==> src/hdl/gcsm_params.svh <==
// Constants of the gripper command state machine: register offsets,
// field positions and reset values.
// Assumes inclusion by bare name from design files.
`ifndef GCSM_PARAMS_SVH
`define GCSM_PARAMS_SVH

// ****************************************************************
// Register offsets (byte addresses)
// ****************************************************************
`define GCSM_ADDR_CTRL   12'h000
`define GCSM_ADDR_STAT   12'h004
`define GCSM_ADDR_POS    12'h008
`define GCSM_ADDR_CFG    12'h00c
`define GCSM_ADDR_EVT    12'h010
`define GCSM_ADDR_GRIP   12'h020
`define GCSM_ADDR_SW     12'h030
`define GCSM_ADDR_BLK_M  12'hff0

// ****************************************************************
// Field positions
// ****************************************************************
`define GCSM_CTRL_EN     0
`define GCSM_CTRL_HOME   1
`define GCSM_CTRL_GRIP   2
`define GCSM_CTRL_IDX_LO 4
`define GCSM_CFG_REFIN   0
`define GCSM_STAT_SW_LO  8

// ****************************************************************
// Reset values
// ****************************************************************
`define GCSM_CTRL_RST    32'h0000_0000
`define GCSM_CFG_RST     1'b0
`define GCSM_GRIP_RST    32'h0000_0000
`define GCSM_SW_RST      32'h0000_0000
`define GCSM_EVT_RST     16'h0000

`endif

==> src/hdl/gcsm_pkg.sv <==
// Types of the gripper command state machine.
// Assumes nothing of its surroundings.
package gcsm_pkg;

    // Gripping control states
    typedef enum logic [2:0] {
        GCSM_UNINIT,
        GCSM_REF,
        GCSM_IDLE,
        GCSM_MOVE,
        GCSM_RELEASED,
        GCSM_NOPART,
        GCSM_HOLDING,
        GCSM_FAULT
    } gcsm_state_e;

    // Drive force selection
    typedef enum logic [1:0] {
        GCSM_F_NONE,
        GCSM_F_REF,
        GCSM_F_REDUCED,
        GCSM_F_GRIP
    } gcsm_force_e;

endpackage : gcsm_pkg

==> src/hdl/gcsm_top.sv <==
// Gripper command state machine with APB register file.
// Assumes pclk at 10 MHz, jaw position and stall/error inputs
// synchronous to pclk, and a motor stage that follows the drive outputs.
//
// Local design decisions: the register addresses and the APB interface to the registers.
`timescale 1ns/1ps
`include "gcsm_params.svh"

module gcsm_top #(
    parameter int             POS_W  = 16,
    parameter logic [15:0]    STROKE = 16'h07d0
) (
    // APB slave
    input  wire logic              pclk,
    input  wire logic              presetn,
    input  wire logic              psel,
    input  wire logic              penable,
    input  wire logic              pwrite,
    input  wire logic [11:0]       paddr,
    input  wire logic [31:0]       pwdata,
    output logic      [31:0]       prdata,
    output logic                   pready,
    output logic                   pslverr,
    // Motor stage feedback
    input  wire logic [POS_W-1:0]  pos_raw,
    input  wire logic              jaw_stall,
    input  wire logic              int_err,
    input  wire logic [15:0]       err_code,
    // Drive control
    output logic                   drive_on,
    output logic                   move_on,
    output logic                   move_out,
    output gcsm_pkg::gcsm_force_e  force_sel,
    output logic                   pos_hold,
    output logic                   part_monitor,
    // State report
    output logic      [4:0]        grip_flags,
    output logic      [3:0]        vsw_state,
    output logic      [POS_W-1:0]  jaw_pos,
    output logic                   sys_event,
    output logic      [15:0]       event_code
);
    import gcsm_pkg::*;

    // ************************************************************
    // Register file
    // ************************************************************
    logic [31:0]      ctrl_reg;
    logic             cfg_reg;
    logic [31:0]      grip_reg [4];
    logic [31:0]      sw_reg   [4];
    logic [31:0]      prdata_reg;
    logic [15:0]      evt_reg;
    logic             evt_pulse_reg;

    // Address decode
    wire              wr_acc   = psel & penable & pwrite;
    wire [1:0]        rsel     = paddr[3:2];
    wire              hit_ctrl = (paddr == `GCSM_ADDR_CTRL);
    wire              hit_stat = (paddr == `GCSM_ADDR_STAT);
    wire              hit_pos  = (paddr == `GCSM_ADDR_POS);
    wire              hit_cfg  = (paddr == `GCSM_ADDR_CFG);
    wire              hit_evt  = (paddr == `GCSM_ADDR_EVT);
    wire              hit_grip = ((paddr & `GCSM_ADDR_BLK_M) ==
                                  `GCSM_ADDR_GRIP) && (paddr[1:0] == 2'h0);
    wire              hit_sw   = ((paddr & `GCSM_ADDR_BLK_M) ==
                                  `GCSM_ADDR_SW) && (paddr[1:0] == 2'h0);
    wire              hit_any  = hit_ctrl | hit_stat | hit_pos | hit_cfg |
                                 hit_evt | hit_grip | hit_sw;
    wire [31:0]       stat_word = {20'h0_0000, vsw_state, 3'h0, grip_flags};
    wire [31:0]       rd_mux   =
        hit_ctrl ? ctrl_reg :
        hit_stat ? stat_word :
        hit_pos  ? {{(32-POS_W){1'b0}}, jaw_pos} :
        hit_cfg  ? {31'h0000_0000, cfg_reg} :
        hit_evt  ? {16'h0000, evt_reg} :
        hit_grip ? grip_reg[rsel] :
        hit_sw   ? sw_reg[rsel] : 32'h0000_0000;

    // Zero wait states, error on unmapped access
    assign pready  = 1'b1;
    assign pslverr = psel & penable & ~hit_any;
    assign prdata  = prdata_reg;

    // Command fields
    wire              cmd_en   = ctrl_reg[`GCSM_CTRL_EN];
    wire              cmd_home = ctrl_reg[`GCSM_CTRL_HOME];
    wire              cmd_grip = ctrl_reg[`GCSM_CTRL_GRIP];
    wire [1:0]        grip_idx = ctrl_reg[`GCSM_CTRL_IDX_LO +: 2];

    // Register writes and read capture
    always_ff @(posedge pclk or negedge presetn) begin
        if (!presetn) begin
            ctrl_reg   <= `GCSM_CTRL_RST;
            cfg_reg    <= `GCSM_CFG_RST;
            prdata_reg <= 32'h0000_0000;
            for (int i = 0; i < 4; i++) begin
                grip_reg[i] <= `GCSM_GRIP_RST;
                sw_reg[i]   <= `GCSM_SW_RST;
            end
        end else begin
            if (psel && !penable) prdata_reg <= rd_mux;
            if (wr_acc && hit_ctrl) ctrl_reg <= pwdata;
            if (wr_acc && hit_cfg) cfg_reg <= pwdata[`GCSM_CFG_REFIN];
            if (wr_acc && hit_grip) grip_reg[rsel] <= pwdata;
            if (wr_acc && hit_sw) sw_reg[rsel] <= pwdata;
        end
    end

    // ************************************************************
    // Position and grip window
    // ************************************************************
    gcsm_state_e      state_reg;
    gcsm_state_e      state_next;
    logic [POS_W-1:0] offs_reg;
    logic [POS_W-1:0] pos_reg;
    logic             exec_grip_reg;
    logic             home_prev_reg;
    logic [3:0]       vsw_reg;

    // Selected grip limits; index latched at command start
    logic [1:0]       act_idx_reg;
    wire [POS_W-1:0]  lim_np  = POS_W'(grip_reg[act_idx_reg][15:0]);
    wire [POS_W-1:0]  lim_rel = POS_W'(grip_reg[act_idx_reg][31:16]);
    wire              grip_out = (lim_np > lim_rel);
    wire              dir_out  = exec_grip_reg ? grip_out : ~grip_out;
    wire [POS_W-1:0]  win_lo   = grip_out ? lim_rel : lim_np;
    wire [POS_W-1:0]  win_hi   = grip_out ? lim_np : lim_rel;
    wire              in_win   = (pos_reg > win_lo) && (pos_reg < win_hi);
    wire [POS_W-1:0]  tgt      = exec_grip_reg ? lim_np : lim_rel;
    wire              at_tgt   = dir_out ? (pos_reg >= tgt) :
                                           (pos_reg <= tgt);
    wire [POS_W-1:0]  ref_pos  = cfg_reg ? '0 : POS_W'(STROKE);
    // Referenced position of this cycle, feeds position and switches alike
    wire [POS_W-1:0]  pos_now  = pos_raw - offs_reg;

    // Command decode
    wire              home_rise = cmd_home & ~home_prev_reg;
    wire              new_cmd   = (cmd_grip != exec_grip_reg);
    wire              op_state  = (state_reg == GCSM_RELEASED) ||
                                  (state_reg == GCSM_NOPART) ||
                                  (state_reg == GCSM_HOLDING);

    // Virtual switches: momentary window compare
    genvar g;
    generate
        for (g = 0; g < 4; g++) begin : g_vsw
            wire [POS_W:0] c  = {1'b0, POS_W'(sw_reg[g][15:0])};
            wire [POS_W:0] hw = {1'b0, POS_W'(sw_reg[g][31:17])};
            wire [POS_W:0] p  = {1'b0, pos_now};
            always_ff @(posedge pclk or negedge presetn) begin
                if (!presetn) vsw_reg[g] <= 1'b0;
                else vsw_reg[g] <= (p + hw >= c) && (p <= c + hw);
            end
        end
    endgenerate

    // ************************************************************
    // Gripping state machine
    // ************************************************************
    always_comb begin
        state_next = state_reg;
        case (state_reg)
            GCSM_UNINIT: begin
                if (cmd_en && cmd_home) state_next = GCSM_REF;
            end
            GCSM_REF: begin
                if (!cmd_en) state_next = GCSM_UNINIT;
                else if (jaw_stall) state_next = GCSM_IDLE;
            end
            GCSM_IDLE: begin
                if (cmd_en && home_rise) state_next = GCSM_REF;
                else if (cmd_en && !cmd_home) state_next = GCSM_MOVE;
            end
            GCSM_MOVE: begin
                if (!cmd_en) state_next = GCSM_IDLE;
                else if (cmd_home && home_rise) state_next = GCSM_REF;
                else if (at_tgt)
                    state_next = exec_grip_reg ? GCSM_NOPART :
                                                 GCSM_RELEASED;
                else if (jaw_stall && exec_grip_reg && in_win)
                    state_next = GCSM_HOLDING;
                else if (jaw_stall)
                    state_next = exec_grip_reg ? GCSM_NOPART :
                                                 GCSM_RELEASED;
            end
            GCSM_FAULT: begin
                if (!cmd_en && !cmd_home) state_next = GCSM_UNINIT;
            end
            default: begin
                if (!cmd_en) state_next = GCSM_IDLE;
                else if (home_rise) state_next = GCSM_REF;
                else if (new_cmd) state_next = GCSM_MOVE;
            end
        endcase
        if (int_err && state_reg != GCSM_FAULT)
            state_next = GCSM_FAULT;
    end

    // State, position and command tracking
    always_ff @(posedge pclk or negedge presetn) begin
        if (!presetn) begin
            state_reg     <= GCSM_UNINIT;
            offs_reg      <= '0;
            pos_reg       <= '0;
            exec_grip_reg <= 1'b0;
            act_idx_reg   <= 2'h0;
            home_prev_reg <= 1'b0;
        end else begin
            state_reg     <= state_next;
            home_prev_reg <= cmd_home;
            pos_reg       <= pos_now;
            if (state_reg == GCSM_REF && state_next == GCSM_IDLE)
                offs_reg <= pos_raw - ref_pos;
            if (state_next == GCSM_MOVE && state_reg != GCSM_MOVE) begin
                exec_grip_reg <= cmd_grip;
                act_idx_reg   <= grip_idx;
            end
        end
    end

    // Fault event capture
    always_ff @(posedge pclk or negedge presetn) begin
        if (!presetn) begin
            evt_reg       <= `GCSM_EVT_RST;
            evt_pulse_reg <= 1'b0;
        end else begin
            evt_pulse_reg <= int_err && state_reg != GCSM_FAULT;
            if (int_err && state_reg != GCSM_FAULT) evt_reg <= err_code;
        end
    end

    // ************************************************************
    // Outputs
    // ************************************************************
    // One-hot flags {fault, holding, nopart, released, idle}
    assign grip_flags[0] = (state_reg == GCSM_IDLE);
    assign grip_flags[1] = (state_reg == GCSM_RELEASED);
    assign grip_flags[2] = (state_reg == GCSM_NOPART);
    assign grip_flags[3] = (state_reg == GCSM_HOLDING);
    assign grip_flags[4] = (state_reg == GCSM_FAULT);

    // Drive control from state
    assign move_on      = (state_reg == GCSM_REF) ||
                          (state_reg == GCSM_MOVE);
    assign drive_on     = move_on | op_state;
    assign move_out     = (state_reg == GCSM_REF) ? ~cfg_reg : dir_out;
    assign pos_hold     = (state_reg == GCSM_RELEASED) ||
                          (state_reg == GCSM_NOPART);
    assign part_monitor = (state_reg == GCSM_HOLDING);
    assign force_sel    = (state_reg == GCSM_REF)  ? GCSM_F_REF :
                          pos_hold                 ? GCSM_F_REDUCED :
                          drive_on                 ? GCSM_F_GRIP :
                                                     GCSM_F_NONE;
    assign vsw_state    = vsw_reg;
    assign jaw_pos      = pos_reg;
    assign sys_event    = evt_pulse_reg;
    assign event_code   = evt_reg;
endmodule : gcsm_top

==> config.mk <==
export PLATFORM = sky130hd
export DESIGN_NAME = gcsm_top
export DESIGN_NICKNAME = d
export VERILOG_FILES = /design/src/hdl/gcsm_pkg.sv /design/src/hdl/gcsm_top.sv
export VERILOG_INCLUDE_DIRS = /design/src /design/src/hdl
export SDC_FILE = /design/constraint.sdc
export NUM_CORES = 1
export LEC_CHECK = 0
export BUFFER_PORTS_ARGS = -buffer_cell sky130_fd_sc_hd__buf_2
export CELL_PAD_IN_SITES_DETAIL_PLACEMENT = 0
export CELL_PAD_IN_SITES_GLOBAL_PLACEMENT = 1
export CORE_UTILIZATION = 50
export CTS_CLUSTER_SIZE = 24
export DETAILED_ROUTE_END_ITERATION = 8
export GPL_ROUTABILITY_DRIVEN = 0
export PLACE_DENSITY = 0.91
export SYNTH_ARGS = -nofsm -noshare
export SYNTH_HDL_FRONTEND = slang
export SYNTH_SLANG_ARGS = --single-unit
==> constraint.sdc <==
create_clock -name pclk -period 6.73 [get_ports pclk]
set_input_delay 0.673 -clock pclk [delete_from_list [all_inputs] [get_ports pclk]]
set_output_delay 0.673 -clock pclk [all_outputs]
set_load 0.01 [all_outputs]
# Word-level counts from Yosys, hierarchy flattened
# Index checks and enable logic that the tools add are counted.
[classes] n_addsub=10 multipliers=0 div_mod_pow=0 magnitude_cmp=16 n_eq_ne=18 shifts=0 n_mux=47 bitwise=17 reduce_logical=32
[op_table] operator="$mux 32" count=14
[op_table] operator="$bwmux 128" count=2
[op_table] operator="$bmux 32 s2" count=3
[op_table] operator="$add 16x15->17" count=8
[op_table] operator="$ge 17x16->1" count=4
[op_table] operator="$le 16x17->1" count=4
[op_table] operator="$demux 32 s2" count=1
[op_table] operator="$mux 16" count=3
[op_table] operator="$mux 3" count=15
[op_table] operator="$gt 16x16->1" count=2
[op_table] operator="$eq 12x4->1 const B" count=2
[op_table] operator="$logic_and 1x1->1" count=23
[op_table] operator="$eq 8x2->1 const B" count=2
[op_table] operator="$ge 16x16->1" count=1
[op_table] operator="$le 16x16->1" count=1
[op_table] operator="$lt 16x16->1" count=1
[op_table] operator="$sub 16x11->16" count=1
[op_table] operator="$sub 16x16->16" count=1
[op_table] operator="$pmux 3 s5" count=1
[op_table] operator="$eq 12x3->1 const B" count=1
[op_table] operator="$eq 12x5->1 const B" count=1
[op_table] operator="$eq 3x2->1 const B" count=4
[op_table] operator="$eq 3x3->1 const B" count=4
[op_table] operator="$logic_not 12->1" count=1
[op_table] operator="17 further kinds" count=40
[word_totals] ff_bits=381 latch_bits=0 ramBits=0 rom_bits=0 inputBits=83 output_inout_bits=83 elab_cells=163 memories=0

# Logic depth before layout (Yosys ltp)
# Gate-level depths: netlist of run 1.
[logic_depth] word_depth=17 mapped_depth=26 mapped_depth_nobuf=25

# Least setup slack after synthesis of run 1
# OpenSTA, ideal clock, no wires.
[synth_timing] path_type="register to register" start="register act_idx_reg[0]" end="register state_reg[0]" setup_time_ns=0.066 arrival_ns=5.332 t_required_ns=6.664 slack_ns=1.333 path_stages_with_launch=24 n_path_buf=4 period_less_slack_ns=5.397 cell_sequence="dfrtp_1 > clkbuf_1 > buf_1 > mux4_2 > ha_1 > nand4_1 > nor2_1 > nand4_1 > or2_1 > nand2_2 > buf_2 > buf_2 > nor2_1 > a21oi_1 > ha_1 > nor2b_1 > o21ai_1 > nand2b_1 > a2111oi_0 > nor4_1 > o41ai_1 > o21ba_2 > o311ai_1 > a31o_1"
[synth_via] elab_chain_cells=15 word_cells_on_any_way=23 classes_between="order compare (5); mux (14); bitwise (2); reduce/logical (2)"
[synth_lines] element="from (decl)" line="gcsm_top.sv:122" source="logic [1:0] act_idx_reg;"
[synth_lines] element="from (signal assigned)" line="gcsm_top.sv:217" source="act_idx_reg <= grip_idx;"
[synth_lines] element="$not 2->3 (implied by the code) *" line="gcsm_top.sv:123, gcsm_top.sv:124"
[synth_lines] element="$bmux 32 s2 *" line="gcsm_top.sv:123, gcsm_top.sv:124"
[synth_lines] element="$mux 32 (implied by the code) * (2 in series)" line="gcsm_top.sv:124" source="wire [POS_W-1:0] lim_rel = POS_W'(grip_reg[act_idx_reg][31:16]);"
[synth_lines] element="$gt 16x16->1" line="gcsm_top.sv:125" source="wire grip_out = (lim_np > lim_rel);"
[synth_lines] element="$mux 16, on equally long branches" line="gcsm_top.sv:127, gcsm_top.sv:128"
[synth_lines] element="$gt 16x16->1 / $lt 16x16->1 (equally long branches)" line="gcsm_top.sv:129" source="wire in_win = (pos_reg > win_lo) && (pos_reg < win_hi);"
[synth_lines] element="$logic_and 1x1->1" line="gcsm_top.sv:129"
[synth_lines] element="$logic_and 1x1->1" line="gcsm_top.sv:181" source="else if (jaw_stall && exec_grip_reg && in_win)"
[synth_lines] element="$mux 3" line="gcsm_top.sv:181"
[synth_lines] element="$mux 3 *" line="gcsm_top.sv:178" source="else if (at_tgt)"
[synth_lines] element="$mux 3 *" line="gcsm_top.sv:177" source="else if (cmd_home && home_rise) state_next = GCSM_REF;"
[synth_lines] element="$mux 3 *" line="gcsm_top.sv:176" source="if (!cmd_en) state_next = GCSM_IDLE;"
[synth_lines] element="$pmux 3 s5 *" line="gcsm_top.sv:163" source="case (state_reg)"
[synth_lines] element="$mux 3 *" line="gcsm_top.sv:196" source="if (int_err && state_reg != GCSM_FAULT)"
[synth_lines] element="named net state_next[0]" line="gcsm_top.sv:114" source="gcsm_state_e state_next;"
[synth_lines] element="to (signal assigned)" line="gcsm_top.sv:210" source="state_reg <= state_next;"
[synth_lines] element="to (decl)" line="gcsm_top.sv:113" source="gcsm_state_e state_reg;"
# The timed path passes the listed nets; every way through them passes the cells marked *. The select of a mux whose other input is x is not followed.
# A chain may end at the register's enable or synchronous reset.

# Worst setup path in the final report of run 1
# Same ends and word-level chain as after synthesis.

==> impl_metrics.py, run 1 <==
metrics = {
    "final_layout": {
        "syn_to_final_growth_pct": 11.4,
        "layout_common_cells": "380 x dfrtp_1, 333 x ha_1, 189 x a21oi_1",
        "layout-drive-gt1-share_pct": 19.4,
        "utilization_pct": 56.7,
        "layout.nets": 3231,
        "final_common_cell": "dfrtp_1",
        "largest_register_ffs": 128,
        "design_area_um2": 31500,
    },
    "global_route": {
        "grt_pass1_vias": 23150,
        "grt_pass1_wl_um": 137000,
        "antenna_found_initial": 10,
        "grt_overflow_total": 0,
        "grt_use_total_pct": 31.6,
        "grt_max_degree": 152,
    },
    "timing": {
        "fin_tns_setup_ns": 0,
        "holdWs_ns": 0.107,
        "hold_viol": 0,
        "fmax_ghz": 0.173,
        "skew_ns": 0.0325,
        "final.min_clock_period_ns": 5.77,
        "setup-violations-final": 0,
        "maxSlewHeadroom_pct": 12.5,
        "maxSlewViolCount": 0,
        "tightest_slew_ns": 1.30,
        "timing.final.crit_share_pct": 85.7,
        "rsz0062_at_grt": "no",
    },
    "worst_setup_path": {
        "path_max_fanout": 26,
        "cp_cell_sequence": "buf_12 > mux4_2 > ha_1 > nand4_1 > nor2_1 > nand4_1 > or2_1 > nand2_2 > buf_4 > mux2i_1 > ha_1 > a21oi_1 > nor2b_1 > o21ai_1 > a21oi_1 > o31a_1 > o41ai_1 > o21ba_2 > o311ai_1 > a31o_1",
        "critPathRequiredTime_ns": 7.26,
        "start_kind": "flop",
        "r2r_slack_ns": 0.96,
        "crit_buf_inv": 2,
        "critical_path_class": "flop to flop",
        "critPathMaxStageDelay_ns": 0.78,
        "crit_arrival_ns": 6.30,
        "cp_slowest_cell": "dfrtp_2",
        "critPathCaptureType": "flop",
        "critical-path-top-delay-family": "compound AO/OA/AOI/OAI gates",
    },
    "routing": {
        "vias": 22996,
        "vias_per_cell": 6.40,
        "ant_nets": 0,
        "drc": 0,
        "drtIter0Drc": 2146,
        "drt-pass1-iter-count": 5,
        "routed_wl_um": 90600,
        "wl_per_cell_um": 25.2,
    },
    "pwr": {
        "leakagePower_nw": 15.0,
        "ir_drop_uv": 427,
        "p_per_area_nw_per_um2": 332,
        "p_total_mw": 10.5,
    },
    "min_path": {
        "min_path_type": "input pin to asynchronous set/reset pin",
    },
    "synth": {
        "syn_avg_cell_area_um2": 10.7,
        "async_flop_share_pct": 100,
        "ys_seq_area_share_pct": 33.7,
        "ys.flop_type": "dfrtp_1",
        "synth_area_um2": 28300,
        "ys_types": 75,
        "syn-num-nets": 3080,
        "yosys_warnings": 0,
        "ys_ff_latch": 381,
        "synthCells": 2655,
        "synth_edf_count": 0,
    },
    "die": {
        "start_util_pct": 51.0,
        "die-area_um2": 57500,
        "die_h_um": 240,
        "core_um2": 55500,
        "ioPinCount": 166,
        "die_w_um": 240,
        "rows": 86,
    },
    "job": {
        "maxCapViolations": 0,
    },
    "placed_design": {
        "placement.io_buffers": 164,
        "place_area_um2": 30000,
        "dp.final_hpwl_um": 68800,
    },
    "clock_network": {
        "cts.sinks": 381,
        "worstSkewPairLatency_ns": 0.60,
        "cts_buffers": 43,
        "cts_resized": 0,
        "postCtsSetupBuffers": 0,
        "cts_tree": "built",
        "cts_hold_buffers": 0,
        "cts-root-buf": "clkbuf_16",
        "clk_pin_slew_ns": 0.06,
        "h-tree-depth": 2,
        "clockBufferDepth": 3,
    },
    "run_status": {
        "outcome": "completed",
    },
}
-- per-layer routing --
metal	wire length (um)	vias up	track usage, %	share of wire (%)
met4	4830	4	17.9	5.3
met1	35300	11461	40.5	39
met2	41800	1159	50.4	46
met3	8670	235	5.77	9.6
li1	-	10137	-	-
met5	27	-	0	0.030
-- cell type report --
cell class | instances | area (um^2)
timing repair buffer | 204 | 1170
fill | 4649 | 24000
antenna | 7 | 17.5
multi-input combinational | 2022 | 17800
sequential | 381 | 9540
inverter | 154 | 578
clock buffer | 60 | 1220
clock inverter | 19 | 258
tap | 748 | 936
-- power by group --
group / internal, mW / total (mW) / switching [mW] / leakage, nW
sequential: 2.42 / 2.66 / 0.236 / 5.19
combinational: 2.19 / 5.33 / 3.14 / 9.11
clock: 1.44 / 2.48 / 1.04 / 0.715
-- metrics by stage --
step | cells | setup WS [ns]
5_1_grt | 3594 | 0.530
3_3_place_gp | 3509 | 1.16
2_1_floorplan | 2655 | 1.33
6_report | 3595 | 0.964
4_1_cts | 3588 | 0.978
3_5_place_dp | 3509 | 0.996
-- worst reg2reg max path: stages (launching register included) --
cell      delay [ns]
dfrtp_2         0.78
buf_12          0.27
mux4_2          0.59
ha_1            0.34
nand4_1         0.13
nor2_1          0.19
nand4_1         0.16
or2_1           0.29
nand2_2         0.48
buf_4           0.29
mux2i_1         0.21
ha_1            0.27
a21oi_1         0.15
nor2b_1         0.06
o21ai_1         0.12
a21oi_1         0.08
o31a_1          0.25
o41ai_1         0.34
o21ba_2         0.22
o311ai_1        0.27
a31o_1          0.17
-- cells in the mapped netlist (48+ instances only) --
master,n,area (um^2)
a21o_1,48,360
a21oi_1,189,946
dfrtp_1,381,9530
ha_1,333,4170
inv_1,152,571
mux2_1,155,1750
mux2_2,157,1770
mux2i_1,59,591
mux4_2,95,2140
nand2_1,180,676
nor2_1,111,417
o21ai_0,100,500
xnor2_1,87,762
-- kinds of logic after synthesis --
| kind of cell | count (synthesis) | share of synthesized area [%] |
|---|---|---|
| AOI/OAI and AO/OA | 548 | 12.1 |
| xor gates and xnor gates | 134 | 4.20 |
| adders and majority gates | 342 | 15.4 |
| buffers and inverters | 252 | 3.61 |
| DFF | 381 | 33.7 |
| muxes | 466 | 22.1 |
| other | 1 | 0.0133 |
| and+or+nand+nor | 531 | 8.96 |
-- path summary, 6_finish.rpt --
path	from	endpoint	cells after the start
min in group pclk	err_code[14]	event_code[14]	2
worst min-delay path	presetn	event_code[10]	1
worst max-delay path	act_idx_reg[0]	state_reg[0]	20
worst max register to register	act_idx_reg[0]	state_reg[0]	20
max in group asynchronous	presetn	g_vsw[1].c[13]	2
worst min register to register	prdata[2]	prdata[2]	2
(Power assumes the default switching activity.)
==> inputs of run 2 (changes only) <==
GPL_TIMING_DRIVEN = 0   (was not set)
==> run 2 against run 1 <==
Compared with the run above:
- register-to-register slack lost 0.73 ns
- largest cell class unchanged
- critical path type unchanged
- maximum frequency shrank 11%
- combinational power grew 5.1%
- sequential share of layout area shrank 0.22 points
- sequential cell count is the same
==> impl_metrics.py, run 2 (synthesis gave the netlist of run 1 again) <==
metrics = {
    "pwr": {
        "p_seq_share_pct": 24.9,
        "power_switching_mw": 4.58,
        "ir_drop_uv": 327,
        "leakagePower_nw": 15.2,
        "clockPowerShare_pct": 22.2,
        "p_per_area_nw_per_um2": 333,
        "p_int_mw": 5.99,
        "switching_share_pct": 43.3,
        "pwr-share-comb_pct": 53.0,
    },
    "worst_setup_path": {
        "start_kind": "flop",
        "critPathMaxStageDelay_ns": 0.72,
        "critPathRequiredTime_ns": 7.26,
        "cp_slowest_cell": "clkbuf_1",
        "path_max_fanout": 10,
        "cp_cell_sequence": "clkbuf_1 > clkbuf_1 > mux4_2 > inv_1 > ha_1 > and2_0 > a221oi_1 > o211ai_2 > nand2_2 > buf_2 > buf_2 > nor2_1 > a21oi_1 > ha_1 > nor2b_1 > o21ai_1 > nand2b_1 > a2111oi_0 > nor4_1 > o41ai_1 > o21ba_2 > o311ai_1 > a31o_1",
        "critPathCaptureType": "flop",
        "critical_path_class": "flop to flop",
        "crit_arrival_ns": 7.03,
    },
    "final_layout": {
        "syn_to_final_growth_pct": 12.2,
        "layout_common_cells": "381 x dfrtp_1, 333 x ha_1, 188 x a21oi_1",
        "largest_register_ffs": 128,
        "design_area_um2": 31700,
        "layout.nets": 3296,
        "final_common_cell": "dfrtp_1",
        "layout-drive-gt1-share_pct": 19.4,
    },
    "global_route": {
        "grt_pass1_wl_um": 142000,
        "grt_use_total_pct": 33.4,
        "grt_pass1_vias": 23589,
        "grt_max_degree": 121,
        "grt_overflow_total": 0,
        "antenna_found_initial": 12,
    },
    "routing": {
        "vias_per_cell": 6.38,
        "drt-pass1-iter-count": 5,
        "routed_wl_um": 95100,
        "drc": 0,
        "vias": 23289,
        "ant_nets": 0,
        "drtIter0Drc": 2346,
        "wl_per_cell_um": 26.0,
    },
    "clock_network": {
        "worstSkewPairLatency_ns": 0.60,
        "cts_buffers": 41,
        "cts-root-buf": "clkbuf_16",
        "clk_pin_slew_ns": 0.06,
        "cts_resized": 2,
        "h-tree-depth": 2,
        "cts_hold_buffers": 0,
        "cts.sinks": 381,
        "postCtsSetupBuffers": 0,
        "cts_tree": "built",
        "clockBufferDepth": 3,
    },
    "die": {
        "die_h_um": 240,
        "die_w_um": 240,
        "core_um2": 55500,
        "ioPinCount": 166,
        "rows": 86,
        "start_util_pct": 51.0,
        "die-area_um2": 57500,
    },
    "job": {
        "maxCapViolations": 0,
    },
    "timing": {
        "maxSlewViolCount": 0,
        "setup-violations-final": 0,
        "tightest_slew_ns": 1.09,
        "timing.final.crit_share_pct": 96.6,
        "rsz0062_at_grt": "no",
        "holdWs_ns": 0.0422,
        "skew_ns": 0.0278,
        "maxSlewHeadroom_pct": 27.0,
        "final.min_clock_period_ns": 6.50,
        "fmax_ghz": 0.154,
        "hold_viol": 0,
    },
    "placed_design": {
        "dp.final_hpwl_um": 74900,
        "placement.io_buffers": 160,
        "place_area_um2": 30300,
    },
    "min_path": {
        "min_path_type": "input pin to asynchronous set/reset pin",
    },
    "run_status": {
        "outcome": "completed",
    },
}
==> run 2: cell count changes in the layout (fill, tap and decap cells not counted), sizes merged <==
cell / before / now
clkbuf: 60 / 91
buf: 204 / 231
clkinv: 9 / 12
inv: 157 / 158
bufinv: 4 / 3
diode: 7 / 4
==> run 2: critical path: cells and delay by family, from the launching register on <==
kind / cells / cell delay [ns]
compound gates: 9 / 2.46
buf+inv: 5 / 1.88
simple gates: 6 / 0.74
mux: 1 / 0.51
fa+ha+maj: 2 / 0.51
flops: 1 / 0.32
==> run 2: power by group through the flow <==
| stage | clock (mW) | combinational (mW) | sequential, mW |
|---|---|---|---|
| after global routing | 2.45 | 6.11 | 2.63 |
| after CTS | 2.36 | 5.48 | 2.62 |
| final | 2.34 | 5.60 | 2.63 |
| after global placement | 0 | 4.93 | 2.66 |
| after floorplan | 0 | 3.46 | 2.59 |
| after detailed placement | 0 | 5.44 | 2.66 |
==> run 2: layout make-up <==
| class | instances | area, um^2 |
|---|---|---|
| Antenna cell | 4 | 10.0 |
| Buffer | 98 | 452 |
| Clock buffer | 51 | 1110 |
| Clock inverter | 22 | 249 |
| Fill cell | 4617 | 23800 |
| Inverter | 154 | 578 |
| Multi-Input combinational cell | 2022 | 17800 |
| Sequential cell | 381 | 9530 |
| Tap cell | 748 | 936 |
| Timing Repair Buffer | 173 | 1030 |
==> run 2: metrics by stage <==
stage | setup TNS (ns) | power [mW] | instances | utilization, % | worst slack [ns]
after floorplan | 0 | 6.04 | 2655 | - | 1.33
after global placement | -767.36 | 7.59 | 3563 | 54.1 | -2.08
after detailed placement | -0.106 | 8.10 | 3576 | 54.7 | -0.0924
after CTS | 0 | 10.5 | 3649 | 57.1 | 0.120
after global routing | 0 | 11.2 | 3650 | 57.1 | 0.00882
final | 0 | 10.6 | 3653 | 57.1 | 0.230
==> run 2: path summary, 6_finish.rpt <==
path                                startpoint        endpoint  slack, ns  cells after the start
min in group pclk                  err_code[1]   event_code[1]       0.30                      2
max in group asynchronous              presetn  g_vsw[1].c[15]       5.27                      3
worst max register to register  act_idx_reg[1]    state_reg[0]       0.23                     23
worst max-delay path            act_idx_reg[1]    state_reg[0]       0.23                     23
worst min register to register      prdata[15]      prdata[15]       0.48                      2
worst min-delay path                   presetn  event_code[10]       0.04                      1
==> run 2: routing by layer <==
metal	share of wire, %	vias to the layer above	wire (um)	GRT usage (%)
met4	7.4	4	7010	21.0
met2	45	1196	42700	52.8
met3	10	331	9630	7.12
met5	0.027	-	26	0
li1	-	10242	-	-
met1	38	11516	35800	41.7
